**config.mk**
```make
export PLATFORM = sky130hd
export DESIGN_NAME = tcx_timer_crossing
export DESIGN_NICKNAME = d
export VERILOG_FILES = /design/src/hw/tcx_pkg.sv /design/src/hw/tcx_hold_unit.sv /design/src/hw/tcx_timer_crossing.sv
export VERILOG_INCLUDE_DIRS = /design/src /design/src/hw
export SDC_FILE = /design/constraint.sdc
export NUM_CORES = 1
export LEC_CHECK = 0
export BUFFER_PORTS_ARGS = -buffer_cell sky130_fd_sc_hd__clkbuf_2
export CORE_MARGIN = 2
export CORE_UTILIZATION = 40
export CTS_CLUSTER_DIAMETER = 150
export CTS_CLUSTER_SIZE = 24
export DETAILED_ROUTE_END_ITERATION = 10
export MAX_ROUTING_LAYER = met4
export SLEW_MARGIN = 20
export SYNTH_ARGS = -nofsm -noshare
export SYNTH_HDL_FRONTEND = slang
export SYNTH_SLANG_ARGS = --single-unit
```
**constraint.sdc**
```tcl
create_clock -name clock -period 2.6 [get_ports clock]
set_clock_uncertainty 0.1 [all_clocks]
set_input_delay 0.13 -clock clock [delete_from_list [all_inputs] [get_ports clock]]
set_output_delay 0.13 -clock clock [all_outputs]
set_load 0.005 [all_outputs]
```
**src/hw/tcx_defs.svh**
```systemverilog
`ifndef TCX_DEFS_SVH
`define TCX_DEFS_SVH

// Register byte offsets on the Avalon-MM slave.
`define TCX_OFS_COUNTER   5'h00
`define TCX_OFS_COMPARE   5'h04
`define TCX_OFS_CONTROL   5'h08
`define TCX_OFS_STATUS    5'h0c
`define TCX_OFS_FLAGS     5'h10
`define TCX_OFS_ENABLES   5'h14
`define TCX_OFS_SPECIAL   5'h18

// Status register bit positions.
`define TCX_ST_CTRL_BUSY  0
`define TCX_ST_CMP_BUSY   1
`define TCX_ST_CNT_BUSY   2
`define TCX_ST_ASYNC      3
`define TCX_ST_LOST       4

// Flag and enable bit positions.
`define TCX_FL_OVF        0
`define TCX_FL_CMP        1

// Control register fields.
`define TCX_CT_CS_MSB     2
`define TCX_CT_CS_LSB     0
`define TCX_CT_TOGGLE     4

// Special function register bit positions.
`define TCX_SF_PSCLR      0

// Clock select codes.
`define TCX_CS_STOP       3'h0
`define TCX_CS_DIV1       3'h1
`define TCX_CS_DIV8       3'h2
`define TCX_CS_DIV32      3'h3
`define TCX_CS_DIV64      3'h4
`define TCX_CS_DIV128     3'h5
`define TCX_CS_DIV256     3'h6
`define TCX_CS_DIV1024    3'h7

// Reset values and timing counts.
`define TCX_RST_BYTE      8'h00
`define TCX_XTAL_EDGES    2
`define TCX_FLAG_STAGES   3
`define TCX_HALT_CYCLES   3'h4

`endif

```
**src/hw/tcx_pkg.sv**
```systemverilog
package tcx_pkg;

    // Sleep modes reported by the power manager.
    typedef enum logic [2:0] {
        sleep_idle,
        sleep_adc_noise,
        sleep_power_save,
        sleep_power_down,
        sleep_standby,
        sleep_ext_standby
    } tcx_sleep_t;

endpackage

```
**src/hw/tcx_hold_unit.sv**
```systemverilog
`timescale 1ns/1ns
`include "tcx_defs.svh"

module tcx_hold_unit #(
    parameter int WIDTH = 8,
    parameter int EDGES = `TCX_XTAL_EDGES
) (
    input  wire logic             clock,
    input  wire logic             nrst,
    input  wire logic             ce,
    input  wire logic             async_mode,
    input  wire logic             write_strobe,
    input  wire logic [WIDTH-1:0] write_data,
    input  wire logic             xtal_tick,
    output logic      [WIDTH-1:0] held_value,
    output logic                  load_pulse,
    output logic                  busy
);
    import tcx_pkg::*;

    logic       pending;
    logic [1:0] edge_count;
    logic       done_s1;
    logic       done_s2;

    // The last crystal edge of a pending transfer, and an immediate load in synchronous mode.
    wire async_write = write_strobe & async_mode;
    wire sync_load   = write_strobe & ~async_mode;
    wire edge_last   = pending & xtal_tick & (edge_count == 2'(EDGES - 1));

    // The value waits here so that other registers' writes cannot disturb it.
    always_ff @(posedge clock or negedge nrst)
    begin
        if (!nrst)
        begin
            held_value <= '0;
            load_pulse <= 1'b0;
        end
        else if (ce)
        begin
            if (write_strobe)
                held_value <= write_data;
            load_pulse <= sync_load | edge_last;
        end
    end

    // Count crystal edges; a fresh write restarts the count from zero.
    always_ff @(posedge clock or negedge nrst)
    begin
        if (!nrst)
        begin
            pending    <= 1'b0;
            edge_count <= 2'h0;
        end
        else if (ce)
        begin
            if (async_write)
            begin
                pending    <= 1'b1;
                edge_count <= 2'h0;
            end
            else if (pending & xtal_tick)
            begin
                edge_count <= edge_count + 2'h1;
                if (edge_last)
                    pending <= 1'b0;
            end
        end
    end

    // The completion passes two stages before it clears busy; a new write wins over the clear.
    always_ff @(posedge clock or negedge nrst)
    begin
        if (!nrst)
        begin
            done_s1 <= 1'b0;
            done_s2 <= 1'b0;
            busy    <= 1'b0;
        end
        else if (ce)
        begin
            done_s1 <= edge_last;
            done_s2 <= done_s1;
            if (async_write)
                busy <= 1'b1;
            else if (done_s2)
                busy <= 1'b0;
        end
    end

endmodule

```
**src/hw/tcx_timer_crossing.sv**
```systemverilog
// The register addresses and the Avalon-MM interface to the registers are this design's own decisions.
`timescale 1ns/1ns
`include "tcx_defs.svh"

// Overview of operation
// Counter, compare and control writes are held, then loaded after two crystal edges.
// Each of the three registers owns its own holding register.
// A status register shows whether each held transfer has finished.
// Software must not rewrite a register while its transfer is pending.
// Compare matching is blocked while counter or compare writes are in flight.
// Software follows a fixed sequence when switching the timer clock source.
// Processor clock must exceed four times the crystal frequency.
// Wake logic needs one crystal cycle to rearm; earlier sleep gets no wake.
// Software waits for busy to clear before entering power-save sleep.
// In asynchronous mode the oscillator runs except in power-down and standby.
// Timer contents are considered lost after waking from power-down or standby.
// Software waits one second for the oscillator after power-up or deep wake.
// Wake-up starts on the timer clock cycle after the interrupt condition.
// After a timer wake the processor stays halted four cycles.
// Counter reads use a copy refreshed on every rising crystal edge.
// Software writes compare or control and waits for busy before reading count.
// Asynchronous flag synchronisation takes three processor cycles plus one timer cycle.
// The compare output pin changes on the timer clock, unsynchronised.
// Timer clock defaults to I/O clock; async select takes over crystal pins.
// Prescaler offers divide by 1, 8, 32, 64, 128, 256, 1024 or stop.
// Prescaler clear bit resets the prescaler count for a known phase.
// Busy flags set on asynchronous writes and clear once the destination loads.
// Busy clears reach the I/O domain through a two-stage synchroniser.

module tcx_timer_crossing #(
    parameter int ADDR_W = 5
) (
    input  wire logic              clock,
    input  wire logic              nrst,
    input  wire logic              ce,
    input  wire logic [ADDR_W-1:0] avs_address,
    input  wire logic              avs_read,
    input  wire logic              avs_write,
    input  wire logic [31:0]       avs_writedata,
    input  wire logic [3:0]        avs_byteenable,
    output logic      [31:0]       avs_readdata,
    output logic                   avs_waitrequest,
    input  wire logic              crystal_in_pin,
    input  wire logic              sleep_active,
    input  wire tcx_pkg::tcx_sleep_t sleep_mode,
    input  wire logic              deep_wake,
    output logic                   compare_output_pin,
    output logic                   crystal_pins_owned,
    output logic                   oscillator_enable,
    output logic                   irq_request,
    output logic                   wake_request,
    output logic                   cpu_halt
);
    import tcx_pkg::*;

    logic       xtal_s1;
    logic       xtal_s2;
    logic       xtal_s3;
    logic       xtal_level;
    logic       async_clock_select;
    logic       state_lost;
    logic [7:0] counter_value;
    logic [7:0] counter_copy;
    logic [7:0] compare_value;
    logic [7:0] timer_control;
    logic [9:0] pre_count;
    logic       count_block;
    logic [1:0] flags;
    logic [1:0] enables;
    logic [`TCX_FLAG_STAGES-1:0] ovf_pipe;
    logic [`TCX_FLAG_STAGES-1:0] cmp_pipe;
    logic       wake_pending;
    logic       wake_armed;
    logic [2:0] halt_count;
    logic [7:0] cnt_held;
    logic [7:0] cmp_held;
    logic [7:0] ctl_held;
    logic       cnt_load;
    logic       cmp_load;
    logic       ctl_load;
    logic       counter_update_pending;
    logic       compare_update_pending;
    logic       control_update_pending;

    // Bus writes happen on the edge where waitrequest is already low.
    wire bus_req    = avs_read | avs_write;
    wire bus_take   = bus_req & ~avs_waitrequest;
    wire bus_wr     = bus_take & avs_write & avs_byteenable[0];
    wire [7:0] wbyte = avs_writedata[7:0];
    wire sel_cnt    = avs_address == `TCX_OFS_COUNTER;
    wire sel_cmp    = avs_address == `TCX_OFS_COMPARE;
    wire sel_ctl    = avs_address == `TCX_OFS_CONTROL;
    wire sel_st     = avs_address == `TCX_OFS_STATUS;
    wire sel_fl     = avs_address == `TCX_OFS_FLAGS;
    wire sel_en     = avs_address == `TCX_OFS_ENABLES;
    wire sel_sf     = avs_address == `TCX_OFS_SPECIAL;
    wire wr_cnt     = bus_wr & sel_cnt;
    wire wr_cmp     = bus_wr & sel_cmp;
    wire wr_ctl     = bus_wr & sel_ctl;
    wire wr_st      = bus_wr & sel_st;
    wire wr_fl      = bus_wr & sel_fl;
    wire wr_en      = bus_wr & sel_en;
    wire psc_clear  = bus_wr & sel_sf & wbyte[`TCX_SF_PSCLR];

    // Status byte; the busy bits are read-only and the lost bit reads its marker, cleared by writing one.
    wire [7:0] status_byte = {3'h0, state_lost, async_clock_select,
                              counter_update_pending, compare_update_pending, control_update_pending};

    // Read selection; unmapped offsets read as zero.
    wire [7:0] read_byte = sel_cnt ? counter_copy :
                           sel_cmp ? compare_value :
                           sel_ctl ? timer_control :
                           sel_st  ? status_byte :
                           sel_fl  ? {6'h00, flags} :
                           sel_en  ? {6'h00, enables} :
                           8'h00;

    // A crystal rise counts only once the second and third stages agree.
    wire xtal_rise = xtal_s2 & xtal_s3 & ~xtal_level;

    // The timer source clock is the I/O clock unless the crystal is selected.
    wire timer_source_clock = async_clock_select ? xtal_rise : 1'b1;

    // Divided ticks taken from the shared prescaler count.
    wire [2:0] clk_sel   = timer_control[`TCX_CT_CS_MSB:`TCX_CT_CS_LSB];
    wire tick_8    = timer_source_clock & (&pre_count[2:0]);
    wire tick_32   = timer_source_clock & (&pre_count[4:0]);
    wire tick_64   = timer_source_clock & (&pre_count[5:0]);
    wire tick_128  = timer_source_clock & (&pre_count[6:0]);
    wire tick_256  = timer_source_clock & (&pre_count[7:0]);
    wire tick_1024 = timer_source_clock & (&pre_count[9:0]);
    wire count_tick = (clk_sel == `TCX_CS_DIV1)    ? timer_source_clock :
                      (clk_sel == `TCX_CS_DIV8)    ? tick_8 :
                      (clk_sel == `TCX_CS_DIV32)   ? tick_32 :
                      (clk_sel == `TCX_CS_DIV64)   ? tick_64 :
                      (clk_sel == `TCX_CS_DIV128)  ? tick_128 :
                      (clk_sel == `TCX_CS_DIV256)  ? tick_256 :
                      (clk_sel == `TCX_CS_DIV1024) ? tick_1024 :
                      1'b0;

    // Matching waits until both the counter and compare values have settled.
    wire match_block = counter_update_pending | compare_update_pending | count_block;
    wire ovf_event   = count_tick & ~cnt_load & (counter_value == 8'hff);
    wire cmp_event   = count_tick & ~cnt_load & ~match_block & (counter_value == compare_value);

    // In asynchronous mode the flag events cross a three-stage delay after the timer tick.
    wire ovf_set = async_clock_select ? ovf_pipe[`TCX_FLAG_STAGES-1] : ovf_event;
    wire cmp_set = async_clock_select ? cmp_pipe[`TCX_FLAG_STAGES-1] : cmp_event;
    wire [1:0] flag_set = {cmp_set, ovf_set};
    wire [1:0] flag_clr = wr_fl ? wbyte[1:0] : 2'h0;

    // Sleep decoding for oscillator control and wake-up.
    wire save_sleep = sleep_active & (sleep_mode == sleep_power_save || sleep_mode == sleep_ext_standby);
    wire deep_sleep = sleep_active & (sleep_mode == sleep_power_down || sleep_mode == sleep_standby);
    wire irq_cond   = |(flags & enables);
    wire wake_fire  = wake_pending & timer_source_clock;

    // Three-stage sampling of the crystal pin; only the second stage reads the first.
    always_ff @(posedge clock or negedge nrst)
    begin
        if (!nrst)
        begin
            xtal_s1    <= 1'b0;
            xtal_s2    <= 1'b0;
            xtal_s3    <= 1'b0;
            xtal_level <= 1'b0;
        end
        else if (ce)
        begin
            xtal_s1 <= crystal_in_pin;
            xtal_s2 <= xtal_s1;
            xtal_s3 <= xtal_s2;
            if (xtal_s2 == xtal_s3)
                xtal_level <= xtal_s3;
        end
    end

    // One holding unit per destination so pending transfers stay independent.
    tcx_hold_unit #(.WIDTH(8)) u_hold_cnt (
        .clock        (clock),
        .nrst         (nrst),
        .ce           (ce),
        .async_mode   (async_clock_select),
        .write_strobe (wr_cnt),
        .write_data   (wbyte),
        .xtal_tick    (xtal_rise),
        .held_value   (cnt_held),
        .load_pulse   (cnt_load),
        .busy         (counter_update_pending)
    );

    tcx_hold_unit #(.WIDTH(8)) u_hold_cmp (
        .clock        (clock),
        .nrst         (nrst),
        .ce           (ce),
        .async_mode   (async_clock_select),
        .write_strobe (wr_cmp),
        .write_data   (wbyte),
        .xtal_tick    (xtal_rise),
        .held_value   (cmp_held),
        .load_pulse   (cmp_load),
        .busy         (compare_update_pending)
    );

    tcx_hold_unit #(.WIDTH(8)) u_hold_ctl (
        .clock        (clock),
        .nrst         (nrst),
        .ce           (ce),
        .async_mode   (async_clock_select),
        .write_strobe (wr_ctl),
        .write_data   (wbyte),
        .xtal_tick    (xtal_rise),
        .held_value   (ctl_held),
        .load_pulse   (ctl_load),
        .busy         (control_update_pending)
    );

    // Avalon slave: one wait cycle, read data captured as waitrequest falls.
    always_ff @(posedge clock or negedge nrst)
    begin
        if (!nrst)
        begin
            avs_waitrequest <= 1'b1;
            avs_readdata    <= 32'h0000_0000;
        end
        else if (ce)
        begin
            avs_waitrequest <= ~(bus_req & avs_waitrequest);
            if (avs_read & avs_waitrequest)
                avs_readdata <= {24'h00_0000, read_byte};
        end
    end

    // Destination registers load only from their holding units.
    always_ff @(posedge clock or negedge nrst)
    begin
        if (!nrst)
        begin
            counter_value <= `TCX_RST_BYTE;
            compare_value <= `TCX_RST_BYTE;
            timer_control <= `TCX_RST_BYTE;
            count_block   <= 1'b0;
        end
        else if (ce)
        begin
            if (cnt_load)
                counter_value <= cnt_held;
            else if (count_tick)
                counter_value <= counter_value + 8'h01;
            if (cmp_load)
                compare_value <= cmp_held;
            if (ctl_load)
                timer_control <= ctl_held;
            // A counter load suppresses the match on the following timer tick.
            if (cnt_load)
                count_block <= 1'b1;
            else if (count_tick)
                count_block <= 1'b0;
        end
    end

    // The read copy follows the counter on each crystal rise, or every cycle when synchronous.
    always_ff @(posedge clock or negedge nrst)
    begin
        if (!nrst)
            counter_copy <= `TCX_RST_BYTE;
        else if (ce && (xtal_rise || !async_clock_select))
            counter_copy <= counter_value;
    end

    // Prescaler count; the clear strobe restarts the phase.
    always_ff @(posedge clock or negedge nrst)
    begin
        if (!nrst)
            pre_count <= 10'h000;
        else if (ce)
        begin
            if (psc_clear)
                pre_count <= 10'h000;
            else if (timer_source_clock)
                pre_count <= pre_count + 10'h001;
        end
    end

    // Clock select, lost-state marker and the direct bus registers.
    always_ff @(posedge clock or negedge nrst)
    begin
        if (!nrst)
        begin
            async_clock_select <= 1'b0;
            state_lost         <= 1'b0;
            enables            <= 2'h0;
        end
        else if (ce)
        begin
            if (wr_st)
                async_clock_select <= wbyte[`TCX_ST_ASYNC];
            // A deep wake wins over a clear in the same cycle.
            if (deep_wake)
                state_lost <= 1'b1;
            else if (wr_st && wbyte[`TCX_ST_LOST])
                state_lost <= 1'b0;
            if (wr_en)
                enables <= wbyte[1:0];
        end
    end

    // Flag delay lines and sticky flags; a set beats a software clear.
    always_ff @(posedge clock or negedge nrst)
    begin
        if (!nrst)
        begin
            ovf_pipe <= '0;
            cmp_pipe <= '0;
            flags    <= 2'h0;
        end
        else if (ce)
        begin
            ovf_pipe <= {ovf_pipe[`TCX_FLAG_STAGES-2:0], ovf_event};
            cmp_pipe <= {cmp_pipe[`TCX_FLAG_STAGES-2:0], cmp_event};
            flags    <= (flags & ~flag_clr) | flag_set;
        end
    end

    // Compare output toggles straight on the timer tick with no I/O-domain stage.
    always_ff @(posedge clock or negedge nrst)
    begin
        if (!nrst)
            compare_output_pin <= 1'b0;
        else if (ce && cmp_event && timer_control[`TCX_CT_TOGGLE])
            compare_output_pin <= ~compare_output_pin;
    end

    // Pin ownership, oscillator gating and the interrupt request.
    always_ff @(posedge clock or negedge nrst)
    begin
        if (!nrst)
        begin
            crystal_pins_owned <= 1'b0;
            oscillator_enable  <= 1'b0;
            irq_request        <= 1'b0;
        end
        else if (ce)
        begin
            crystal_pins_owned <= async_clock_select;
            oscillator_enable  <= async_clock_select & ~deep_sleep;
            irq_request        <= irq_cond;
        end
    end

    // Wake sequencing; rearming waits one timer clock so a hasty re-sleep gets no wake.
    always_ff @(posedge clock or negedge nrst)
    begin
        if (!nrst)
        begin
            wake_pending <= 1'b0;
            wake_armed   <= 1'b1;
            wake_request <= 1'b0;
        end
        else if (ce)
        begin
            wake_request <= wake_fire;
            if (wake_fire)
            begin
                wake_pending <= 1'b0;
                wake_armed   <= 1'b0;
            end
            else
            begin
                if (irq_cond && save_sleep && wake_armed)
                    wake_pending <= 1'b1;
                if (!wake_armed && timer_source_clock)
                    wake_armed <= 1'b1;
            end
        end
    end

    // Processor halt window after a timer wake.
    always_ff @(posedge clock or negedge nrst)
    begin
        if (!nrst)
        begin
            halt_count <= 3'h0;
            cpu_halt   <= 1'b0;
        end
        else if (ce)
        begin
            if (wake_fire)
                halt_count <= `TCX_HALT_CYCLES;
            else if (halt_count != 3'h0)
                halt_count <= halt_count - 3'h1;
            cpu_halt <= wake_fire | (halt_count > 3'h1);
        end
    end

endmodule
```
== Yosys cells after proc, flatten, opt, wreduce, memory -nomap -nowiden ==
Index checks and enable logic that the tools add are counted.

* Word-level logic and storage cells: 250
* Flip-flop bits (word level): 124
* ROM bits: 0
* Bits in writable memories: 0
* Bits in latches: 0
* Memories kept: 0
* Output and inout bits: 39

* Eq/ne operators: 23
* Reductions and logical operators: 60
* Shift-type cells: 0
* Div/mod/pow operators: 0
* Muxes and demuxes: 52
* Order comparisons: 1
* Add/sub/neg operators: 6
* Bitwise logic cells: 60
* Multiply operators: 0

{| class="wikitable"
|+ Operators with widths
! cell !! count
|-
| $reduce_and 2->1 || 21
|-
| $and 1x1->1 || 41
|-
| $mux 8 || 5
|-
| $mux 1 || 33
|-
| $reduce_bool 2->1 || 15
|-
| $mux 10 || 2
|-
| $eq 3x3->1 const B || 6
|-
| $mux 2 || 9
|-
| $eq 5x5->1 const B || 3
|-
| $eq 3x2->1 const B || 4
|-
| $reduce_and 3->1 || 4
|-
| $add 10x1->10 const B || 1
|-
| $eq 5x4->1 const B || 2
|-
| $reduce_and 10->1 || 1
|-
| $add 8x1->8 const B || 1
|-
| $eq 8x8->1 || 1
|-
| $eq 8x8->1 const B || 1
|-
| $not 1->1 || 8
|-
| $reduce_and 8->1 || 1
|-
| $logic_and 1x1->1 || 7
|-
| $or 1x1->1 || 7
|-
| $reduce_and 7->1 || 1
|-
| $add 2x1->2 const B || 3
|-
| $eq 2x1->1 const B || 3
|-
| other kinds (17) || 22
|}

== Longest topological paths before layout ==
Gate-level depths: netlist of the first run.

* Depth after elaboration: 16
* Gate-level depth with buffers: 9
* Gate-level depth less buffers: 8

== By module ==
From an unflattened synthesis of the first run, not the netlist that was laid out.

* Cells, all modules: 564
* Area total of the unflattened synthesis: 6,128.4 um^2

{| class="wikitable"
|+ By module, submodules not included
! module !! times used !! cells an instance !! sequential area each (um^2) !! area an instance (um^2)
|-
| tcx_timer_crossing || 1 || 426 || 1,979.4 || 4,270.3
|-
| tcx_hold_unit || 3 || 46 || 375.4 || 619.3
|}

== Least setup slack after synthesis of the first run ==
Ideal clock, no wire load.

* Path kind: register -> register
* Start: register pre_count[0]
* End: register compare_output_pin
* Stages on the path, launching flop included: 9
* Clock period less this slack: 2,100 ps
* Arrival time: 1,877 ps
* Data required time: 2,377 ps
* Buffers on the path: 0
* Setup slack: 500 ps
* Path through: dfrtp_1 -> ha_1 -> and3_1 -> ha_1 -> nor2b_1 -> mux2i_1 -> a22oi_2 -> or4_4 -> xnor2_2

* Word-level cells in the longest chain between the ends: 14
* Elaborated cells between the ends (all ways): 24
* Classes of those cells: 7 x mux; 9 x bitwise; 8 x reduce/logical

{| class="wikitable"
|+ Ends and longest elaborated chain
! what !! RTL line !! text
|-
| start, declared || tcx_timer_crossing.sv:66 || <nowiki>logic [9:0] pre_count;</nowiki>
|-
| start signal, assigned || tcx_timer_crossing.sv:281 || <nowiki>pre_count <= pre_count + 10'h001;</nowiki>
|-
| $reduce_and 10->1 || tcx_timer_crossing.sv:131 || <nowiki>wire tick_1024 = timer_source_clock & (&pre_count[9:0]);</nowiki>
|-
| $and 1x1->1 || tcx_timer_crossing.sv:131 ||
|-
| $mux 1 || tcx_timer_crossing.sv:138 || <nowiki>(clk_sel == `TCX_CS_DIV1024) ? tick_1024 :</nowiki>
|-
| $mux 1 || tcx_timer_crossing.sv:137 || <nowiki>(clk_sel == `TCX_CS_DIV256) ? tick_256 :</nowiki>
|-
| $mux 1 || tcx_timer_crossing.sv:136 || <nowiki>(clk_sel == `TCX_CS_DIV128) ? tick_128 :</nowiki>
|-
| $mux 1 || tcx_timer_crossing.sv:135 || <nowiki>(clk_sel == `TCX_CS_DIV64) ? tick_64 :</nowiki>
|-
| $mux 1 || tcx_timer_crossing.sv:134 || <nowiki>(clk_sel == `TCX_CS_DIV32) ? tick_32 :</nowiki>
|-
| $mux 1 (*) || tcx_timer_crossing.sv:133 || <nowiki>(clk_sel == `TCX_CS_DIV8) ? tick_8 :</nowiki>
|-
| $mux 1 (*) || tcx_timer_crossing.sv:132 || <nowiki>wire count_tick = (clk_sel == `TCX_CS_DIV1) ? timer_source_clock :</nowiki>
|-
| $and 1x1->1 (*) (3 in a row) || tcx_timer_crossing.sv:144 || <nowiki>wire cmp_event = count_tick & ~cnt_load & ~match_block & (counter_value == compare_value);</nowiki>
|-
| $logic_and 1x1->1 (*) (2 in a row) || tcx_timer_crossing.sv:330 || <nowiki>else if (ce && cmp_event && timer_control[`TCX_CT_TOGGLE])</nowiki>
|-
| end signal, assigned || tcx_timer_crossing.sv:331 || <nowiki>compare_output_pin <= ~compare_output_pin;</nowiki>
|-
| end, declared || tcx_timer_crossing.sv:47 || <nowiki>output logic compare_output_pin,</nowiki>
|}

Every way passes the cells marked *; elsewhere a longest branch is shown, timed or not.
A chain may end at the register's enable or synchronous reset.

== Final worst setup path of the first run ==
Ends and elaborated chain as after synthesis.

==> results of run 1 <==
-- area by class of cell --
cell class / count / area, um^2
Timing Repair Buffer: 77 / 533.0
Tap cell: 188 / 235.2
Clock buffer: 19 / 442.9
Multi-Input combinational cell: 404 / 2779
Inverter: 18 / 67.56
Fill cell: 1362 / 7841
Clock inverter: 13 / 141.4
Sequential cell: 124 / 3105
-- how the worst min path moves through the flow --
stage | end | cells past startpoint | from | slack, ns
2_1_floorplan | async_clock_select | 0 | nrst | -0.27
3_3_place_gp | pre_count[1] | 1 | nrst | 0.03
3_5_place_dp | pre_count[2] | 1 | nrst | 0.04
4_1_cts | u_hold_cmp.held_value[0] | 2 | avs_writedata[0] | 0.01
5_1_grt | u_hold_cmp.held_value[0] | 2 | avs_writedata[0] | 0.02
6_report | u_hold_cmp.held_value[0] | 2 | avs_writedata[0] | 0.04
-- routing by layer --
layer / GRT usage, % / vias to the layer above / routed length, um
li1: - / 2161 / -
met1: 26.94 / 2336 / 7254
met2: 30.41 / 129 / 6973
met3: 4.508 / 28 / 705
met4: 8.339 / 0 / 306
met5: - / - / 0
-- sequential cells by signal, summed over array words and instances (netlist names), 8 cells and up --
| signal | count |
|---|---|
| timer_control | 8 |
| u_hold_cmp.held_value | 8 |
| counter_value | 8 |
| u_hold_ctl.held_value | 8 |
| counter_copy | 8 |
| pre_count | 10 |
| compare_value | 8 |
| u_hold_cnt.held_value | 8 |
| avs_readdata | 8 |
-- synth_stat cells (all sizes together) (2+ instances only) --
| library cell | n |
|---|---|
| a22oi | 7 |
| xnor2 | 7 |
| o22a | 5 |
| or3 | 6 |
| o2111ai | 3 |
| or2 | 2 |
| o31ai | 3 |
| dfrtp | 122 |
| a31oi | 3 |
| ha | 11 |
| dfstp | 2 |
| a32oi | 6 |
| mux4 | 3 |
| nand3 | 24 |
| nor3 | 6 |
| o32ai | 3 |
| and3 | 4 |
| clkbuf | 18 |
| nand3b | 5 |
| o21ai | 36 |
| nor2 | 26 |
| buf | 29 |
| nor2b | 5 |
| a21oi | 12 |
| nand4b | 2 |
| nor4b | 2 |
| or4 | 4 |
| o41ai | 2 |
| a2111oi | 3 |
| nand4 | 3 |
| o221ai | 2 |
| nand2 | 74 |
| a21o | 7 |
| nor4 | 4 |
| mux2 | 55 |
| inv | 18 |
| nand2b | 8 |
| o211ai | 2 |
| a21boi | 2 |
| xor2 | 7 |
| mux2i | 7 |
| a22o | 10 |
-- logic make-up (layout without fill, tap and decap cells) --
group / after synthesis / count (layout) / synth area share [%]
and+or+nand+nor: 178 / 178 / 14.07
other: 1 / 24 / 0.06068
adders and majority gates: 11 / 11 / 2.227
DFF: 124 / 124 / 50.25
muxes: 65 / 65 / 12.31
buffers and inverters: 66 / 127 / 6.175
AOI/OAI and AO/OA: 112 / 112 / 12.80
xor gates and xnor gates: 14 / 14 / 2.106
-- power by group --
part	internal (W)	total [W]	switching, W
Clock	0.00144	0.00233	0.000894
Sequential	0.00205	0.00215	0.000100
Combinational	0.000224	0.000513	0.000289
Total	0.00372	0.00500	0.00128
-- metrics by stage --
stage	util, %	hold WS [ns]
global route	48.23	0.01898
global placement	43.38	0.03209
floorplan	-	-0.2656
CTS	48.23	0.01315
detailed placement	43.38	0.03990
finish	48.23	0.03598
-- critical path, cell delays in order, from the launching register on --
cell and delay (ns):
dfrtp_1 0.39, ha_1 0.22, and3_1 0.17, ha_1 0.14, nor2b_1 0.04, mux2i_1 0.28
a22oi_2 0.17, or4_4 0.56, xnor2_2 0.14
==> flow_summary.ini, run 1 <==
[die]
io_pins = 91
fp-row-count = 45
start_util_pct = 40.80
die_y_um = 128.3
fp.coreArea_mm2 = 0.01515
dieArea_mm2 = 0.01646
fp.dieW_um = 128.3

[run]
max_cap_violations = 0

[placement]
dpl_cell_area_mm2 = 0.006570
dpl.cell_count = 796
finalWeightedCongestion = 0.9244
post-place-ws_ns = 0.2971
io_buffers = 39
hpwl_um = 10760

[clock_tree]
ctsHoldBuffers = 15
cts_max_path_buffers = 2
clk_pin_slew_ns = 0.06
htreeDepth = 4
post_cts_resize_count = 0
clkSinkCount = 124
cts_made_buffers = 17
cts_tree = yes
ctsRootBufferMaster = clkbuf_16
postCtsSetupBuffers = 0
clock_latency_ns = 0.42

[timing]
hold_violations = 0
grt_setup_unrepaired = false
fmax_mhz = 430.8
setup_tns_ns = 0
slew_viol_final = 0
worst_slack_ns = 0.2789
relSlewSlack_pct = 58.04
setup_viol = 0
worst_pin_slew_ns = 0.6277
period_minus_slack_ns = 2.321
finalCritPeriodShare_pct = 89.27

[drt]
ant_nets = 0
drt_pre_antenna_iters = 5
initialDrtViolationCount = 311
vias = 4654
drt_wl_total_um = 15240
avgViaCountPerCell = 5.521
wl_per_cell_um = 18.08
drc = 0

[layout]
finalNonFillerCells = 843
final_area_mm2 = 0.007305
n_antenna_cell = 0
drive_above_1_share_pct = 24.89
nets = 705
layout_commonest_cell = dfrtp_1
layout_common_cells = dfrtp_1 (122), nand2_1 (74), mux2_2 (55), clkbuf_2 (38), o21ai_0 (36)
syn2layout_area_growth_pct = 18.20

[pwr]
p_total_w = 0.005000
leakagePower_nw = 3.427
peakVddDrop_uv = 446.2
power_density_mw_per_mm2 = 684.6

[synth]
post-synth-top-area-cell = dfrtp_1
seq_area_frac_synth_pct = 50.25
synth_edf_count = 0
synth-seq-cells = 124
yosys_warnings = 0
synth_area_mm2 = 0.006180
async_reset_ff_share_pct = 100.0
synth_area_per_cell_um2 = 10.82
synth_top_cell_area_share_pct = 49.40
syn-instance-count = 571
synthFlopType = dfrtp_1
synth.distinct_cells = 65
synth_area_leaders = dfrtp_1 (49%), mux2_2 (10%), nand2_1 (4.5%)

[grt]
grt_usage_pct = 20.35
overflow = 0
grt_max_degree = 66
grt_pass1_wl_um = 24720
antenna_found_initial = 0
grt_pass1_vias = 4754

[critical_path]
crit_end = compare_output_pin
reg2reg_to = compare_output_pin
path_class = flip-flop to flip-flop
r2r_start = pre_count[0]
reg2reg_slack_ns = 0.28
cp.arrival_ns = 2.52
crit_required_ns = 2.80
start_kind = flip-flop
cp_max_fo = 6
worstRegToRegCells = 8
startpoint = pre_count[0]
critPathCaptureType = flip-flop

[min_path]
hp-class = input pin to flip-flop

[status]
run_status = complete, no violations
Note: power is estimated with default switching activity, not from simulation.
==> run 2, diff against run 1 <==
--- a/config.mk
+++ b/config.mk
@@ -16,4 +16,5 @@
 export SLEW_MARGIN = 20
 export SYNTH_ARGS = -nofsm -noshare
 export SYNTH_HDL_FRONTEND = slang
+export SYNTH_HIERARCHICAL = 1
 export SYNTH_SLANG_ARGS = --single-unit
==> constraint.sdc (replaced) <==
create_clock -name clock -period 2.6 [get_ports clock]
set_clock_uncertainty 0.1 [all_clocks]
set_input_delay 0.39 -clock clock [delete_from_list [all_inputs] [get_ports clock]]
set_output_delay 0.39 -clock clock [all_outputs]
set_load 0.005 [all_outputs]
==> run 2 against run 1 <==
Cell area decreased by 2.8%. Sequential share of layout area up 1.2 points. Critical path depth increased by 1. Setup slack lost 0.13 ns. Largest cell class unchanged. Wire length shrank 4.9%. Highest routed layer unchanged. Combinational power increased by 22%. Die area fell by 0.81%. Total power rose by 3.0%.
==> flow_summary.ini, run 2 <==
[synth]
syn-instance-count = 564
synth-xor-area-share_pct = 2.430
synth_area_mm2 = 0.006128
synth.distinct_cells = 60
synth_area_leaders = dfrtp_1 (50%), mux2_2 (11%), nand2_1 (4.0%)
synthFlopType = dfrtp_1
yosys_warnings = 6
synth_top_family_by_area = simple AND/OR/NAND/NOR gates
synth_compound_area_share_pct = 10.74
synth_top_cell_area_share_pct = 49.82
synth_fa_ha_area_share_pct = 2.246
synth.most_common_cell = dfrtp_1
synth_edf_count = 0
synth-seq-cells = 124
seq_area_frac_synth_pct = 50.67
post-synth-top-area-cell = dfrtp_1
yosys-top-cells-count = dfrtp_1 (122), nand2_1 (65), mux2_2 (61)
synthMuxAreaShare_pct = 11.86
synth_area_per_cell_um2 = 10.87
synthSimpleGateAreaFrac_pct = 16.15
async_reset_ff_share_pct = 100.0

[grt]
antenna_found_initial = 0
grt_pass1_wl_um = 23570
overflow = 0
grt_max_degree = 48
grt_usage_pct = 19.54
grt_pass1_vias = 4368

[critical_path]
cp_max_fo = 9
reg2reg_slack_ns = 0.15
startpoint = pre_count[0]
reg2reg_to = counter_value[5]
path_class = flip-flop to flip-flop
start_kind = flip-flop
critPathCaptureType = flip-flop
r2r_start = pre_count[0]
crit_end = counter_value[5]
crit_required_ns = 2.81
worstRegToRegCells = 9
cp.arrival_ns = 2.66

[pwr]
power_density_mw_per_mm2 = 725.6
swShare_pct = 28.20
power.switching_w = 0.001453
leakagePower_nw = 3.460
clkPwrFrac_pct = 44.1
comb_power_share_pct = 12.2
peakVddDrop_uv = 543.0
power.internal_w = 0.003699
power_frac_seq_pct = 43.7

[die]
die_y_um = 127.8
fp-row-count = 45
io_pins = 91
dieArea_mm2 = 0.01633
fp.coreArea_mm2 = 0.01509
start_util_pct = 40.61
fp.dieW_um = 127.8

[status]
run_status = complete, no violations

[run]
max_cap_violations = 0

[timing]
setup_tns_ns = 0
worst_pin_slew_ns = 0.5800
slew_viol_final = 0
hold_slack_ns = 0.1022
hold_violations = 0
finalCritPeriodShare_pct = 94.24
period_minus_slack_ns = 2.450
fmax_mhz = 408.1
relSlewSlack_pct = 61.24
setup_viol = 0
grt_setup_unrepaired = false
worst_slack_ns = 0.1499

[drt]
initialDrtViolationCount = 353
drc = 0
vias = 4416
wl_per_cell_um = 17.56
ant_nets = 0
drt_wl_total_um = 14490
drt_pre_antenna_iters = 5
avgViaCountPerCell = 5.353

[clock_tree]
clkSinkCount = 124
htreeDepth = 4
post_cts_resize_count = 0
cts_tree = yes
cts_made_buffers = 17
ctsRootBufferMaster = clkbuf_16
cts_max_path_buffers = 2
clk_pin_slew_ns = 0.06
clock_latency_ns = 0.43

[layout]
layout_common_cells = dfrtp_1 (122), nand2_1 (65), mux2_2 (61), clkbuf_2 (38), nor2_1 (37)
fillCellCount = 1390
nets = 687
postLayoutCoreUtil_pct = 47.06
n_antenna_cell = 0
finalNonFillerCells = 825
syn2layout_area_growth_pct = 15.86
layout_commonest_cell = dfrtp_1
largest_register_ffs = 10
largest_register = pre_count
drive_above_1_share_pct = 26.53

[placement]
dpl.cell_count = 792
finalWeightedCongestion = 0.8785
io_buffers = 39
hpwl_um = 10200
post-place-ws_ns = 0.1513

[min_path]
hp-class = input pin to flip-flop
-- run 2: critical path, stage by stage, from the launching register on --
cell	delay [ns]
dfrtp_1	0.41
ha_1	0.24
and3_1	0.21
ha_1	0.18
nand2b_1	0.14
a21oi_1	0.23
o32ai_4	0.18
buf_4	0.21
and3_1	0.17
o32a_1	0.28
-- run 2: worst min-delay path by stage --
stage	slack, ns	from	endpoint	depth (start not counted)
after global placement	0.31	nrst	cpu_halt	1
final	0.10	deep_wake	state_lost	2
after global routing	0.1	crystal_in_pin	xtal_s1	2
after detailed placement	0.32	nrst	cpu_halt	1
after CTS	0.09	crystal_in_pin	xtal_s1	2
after floorplan	-0.006	nrst	async_clock_select	0
-- run 2: routing by layer --
layer / routed length, um / part of all wire, % / up-vias / track usage (%)
met4: 295 / 2.0 / 0 / 7.304
li1: - / - / 2082 / -
met2: 6668 / 46 / 130 / 29.47
met1: 6751 / 47 / 2172 / 25.07
met5: 0 / 0 / - / -
met3: 770 / 5.3 / 32 / 5.718
-- run 2: what timing repair did --
action                                  4_1_cts  5_1_grt
endpoints found under the setup margin        0        0
hold endpoints to repair                     40        0
buffers inserted                              0        0
hold buffers                                  1        0
-- run 2: cells by family (layout without fill, tap and decap cells) --
logic type,count (synthesis),after routing
xor+xnor,17,17
mux,65,65
buf+inv,58,108
compound gates,96,96
flops,124,124
other cells,1,24
simple gates,192,192
fa+ha+maj,11,11
-- run 2: cell type report --
class	instances	area (um^2)	area share [%]
Multi-Input combinational cell	405	2751	38.75
Tap cell	188	235.2	3.313
Sequential cell	124	3105	43.74
Clock buffer	17	425.4	5.991
Timing Repair Buffer	62	385.4	5.427
Clock inverter	15	145.1	2.044
Inverter	14	52.55	0.7401
-- run 2: through the flow --
step                total power, W  area, um^2
finish                    0.005152        7101
global route              0.005399        7101
CTS                       0.005195        7101
detailed placement        0.002915        6520
global placement          0.002883        6520
floorplan                 0.002696        6215
-- run 2: power by group through the flow --
stage	sequential, W	clock (W)	combinational, W
4_1_cts	0.00225	0.00231	0.000635
5_1_grt	0.00228	0.00240	0.000721
2_1_floorplan	0.00224	0	0.000457
3_5_place_dp	0.00228	0	0.000632
6_report	0.00225	0.00227	0.000628
3_3_place_gp	0.00228	0	0.000607
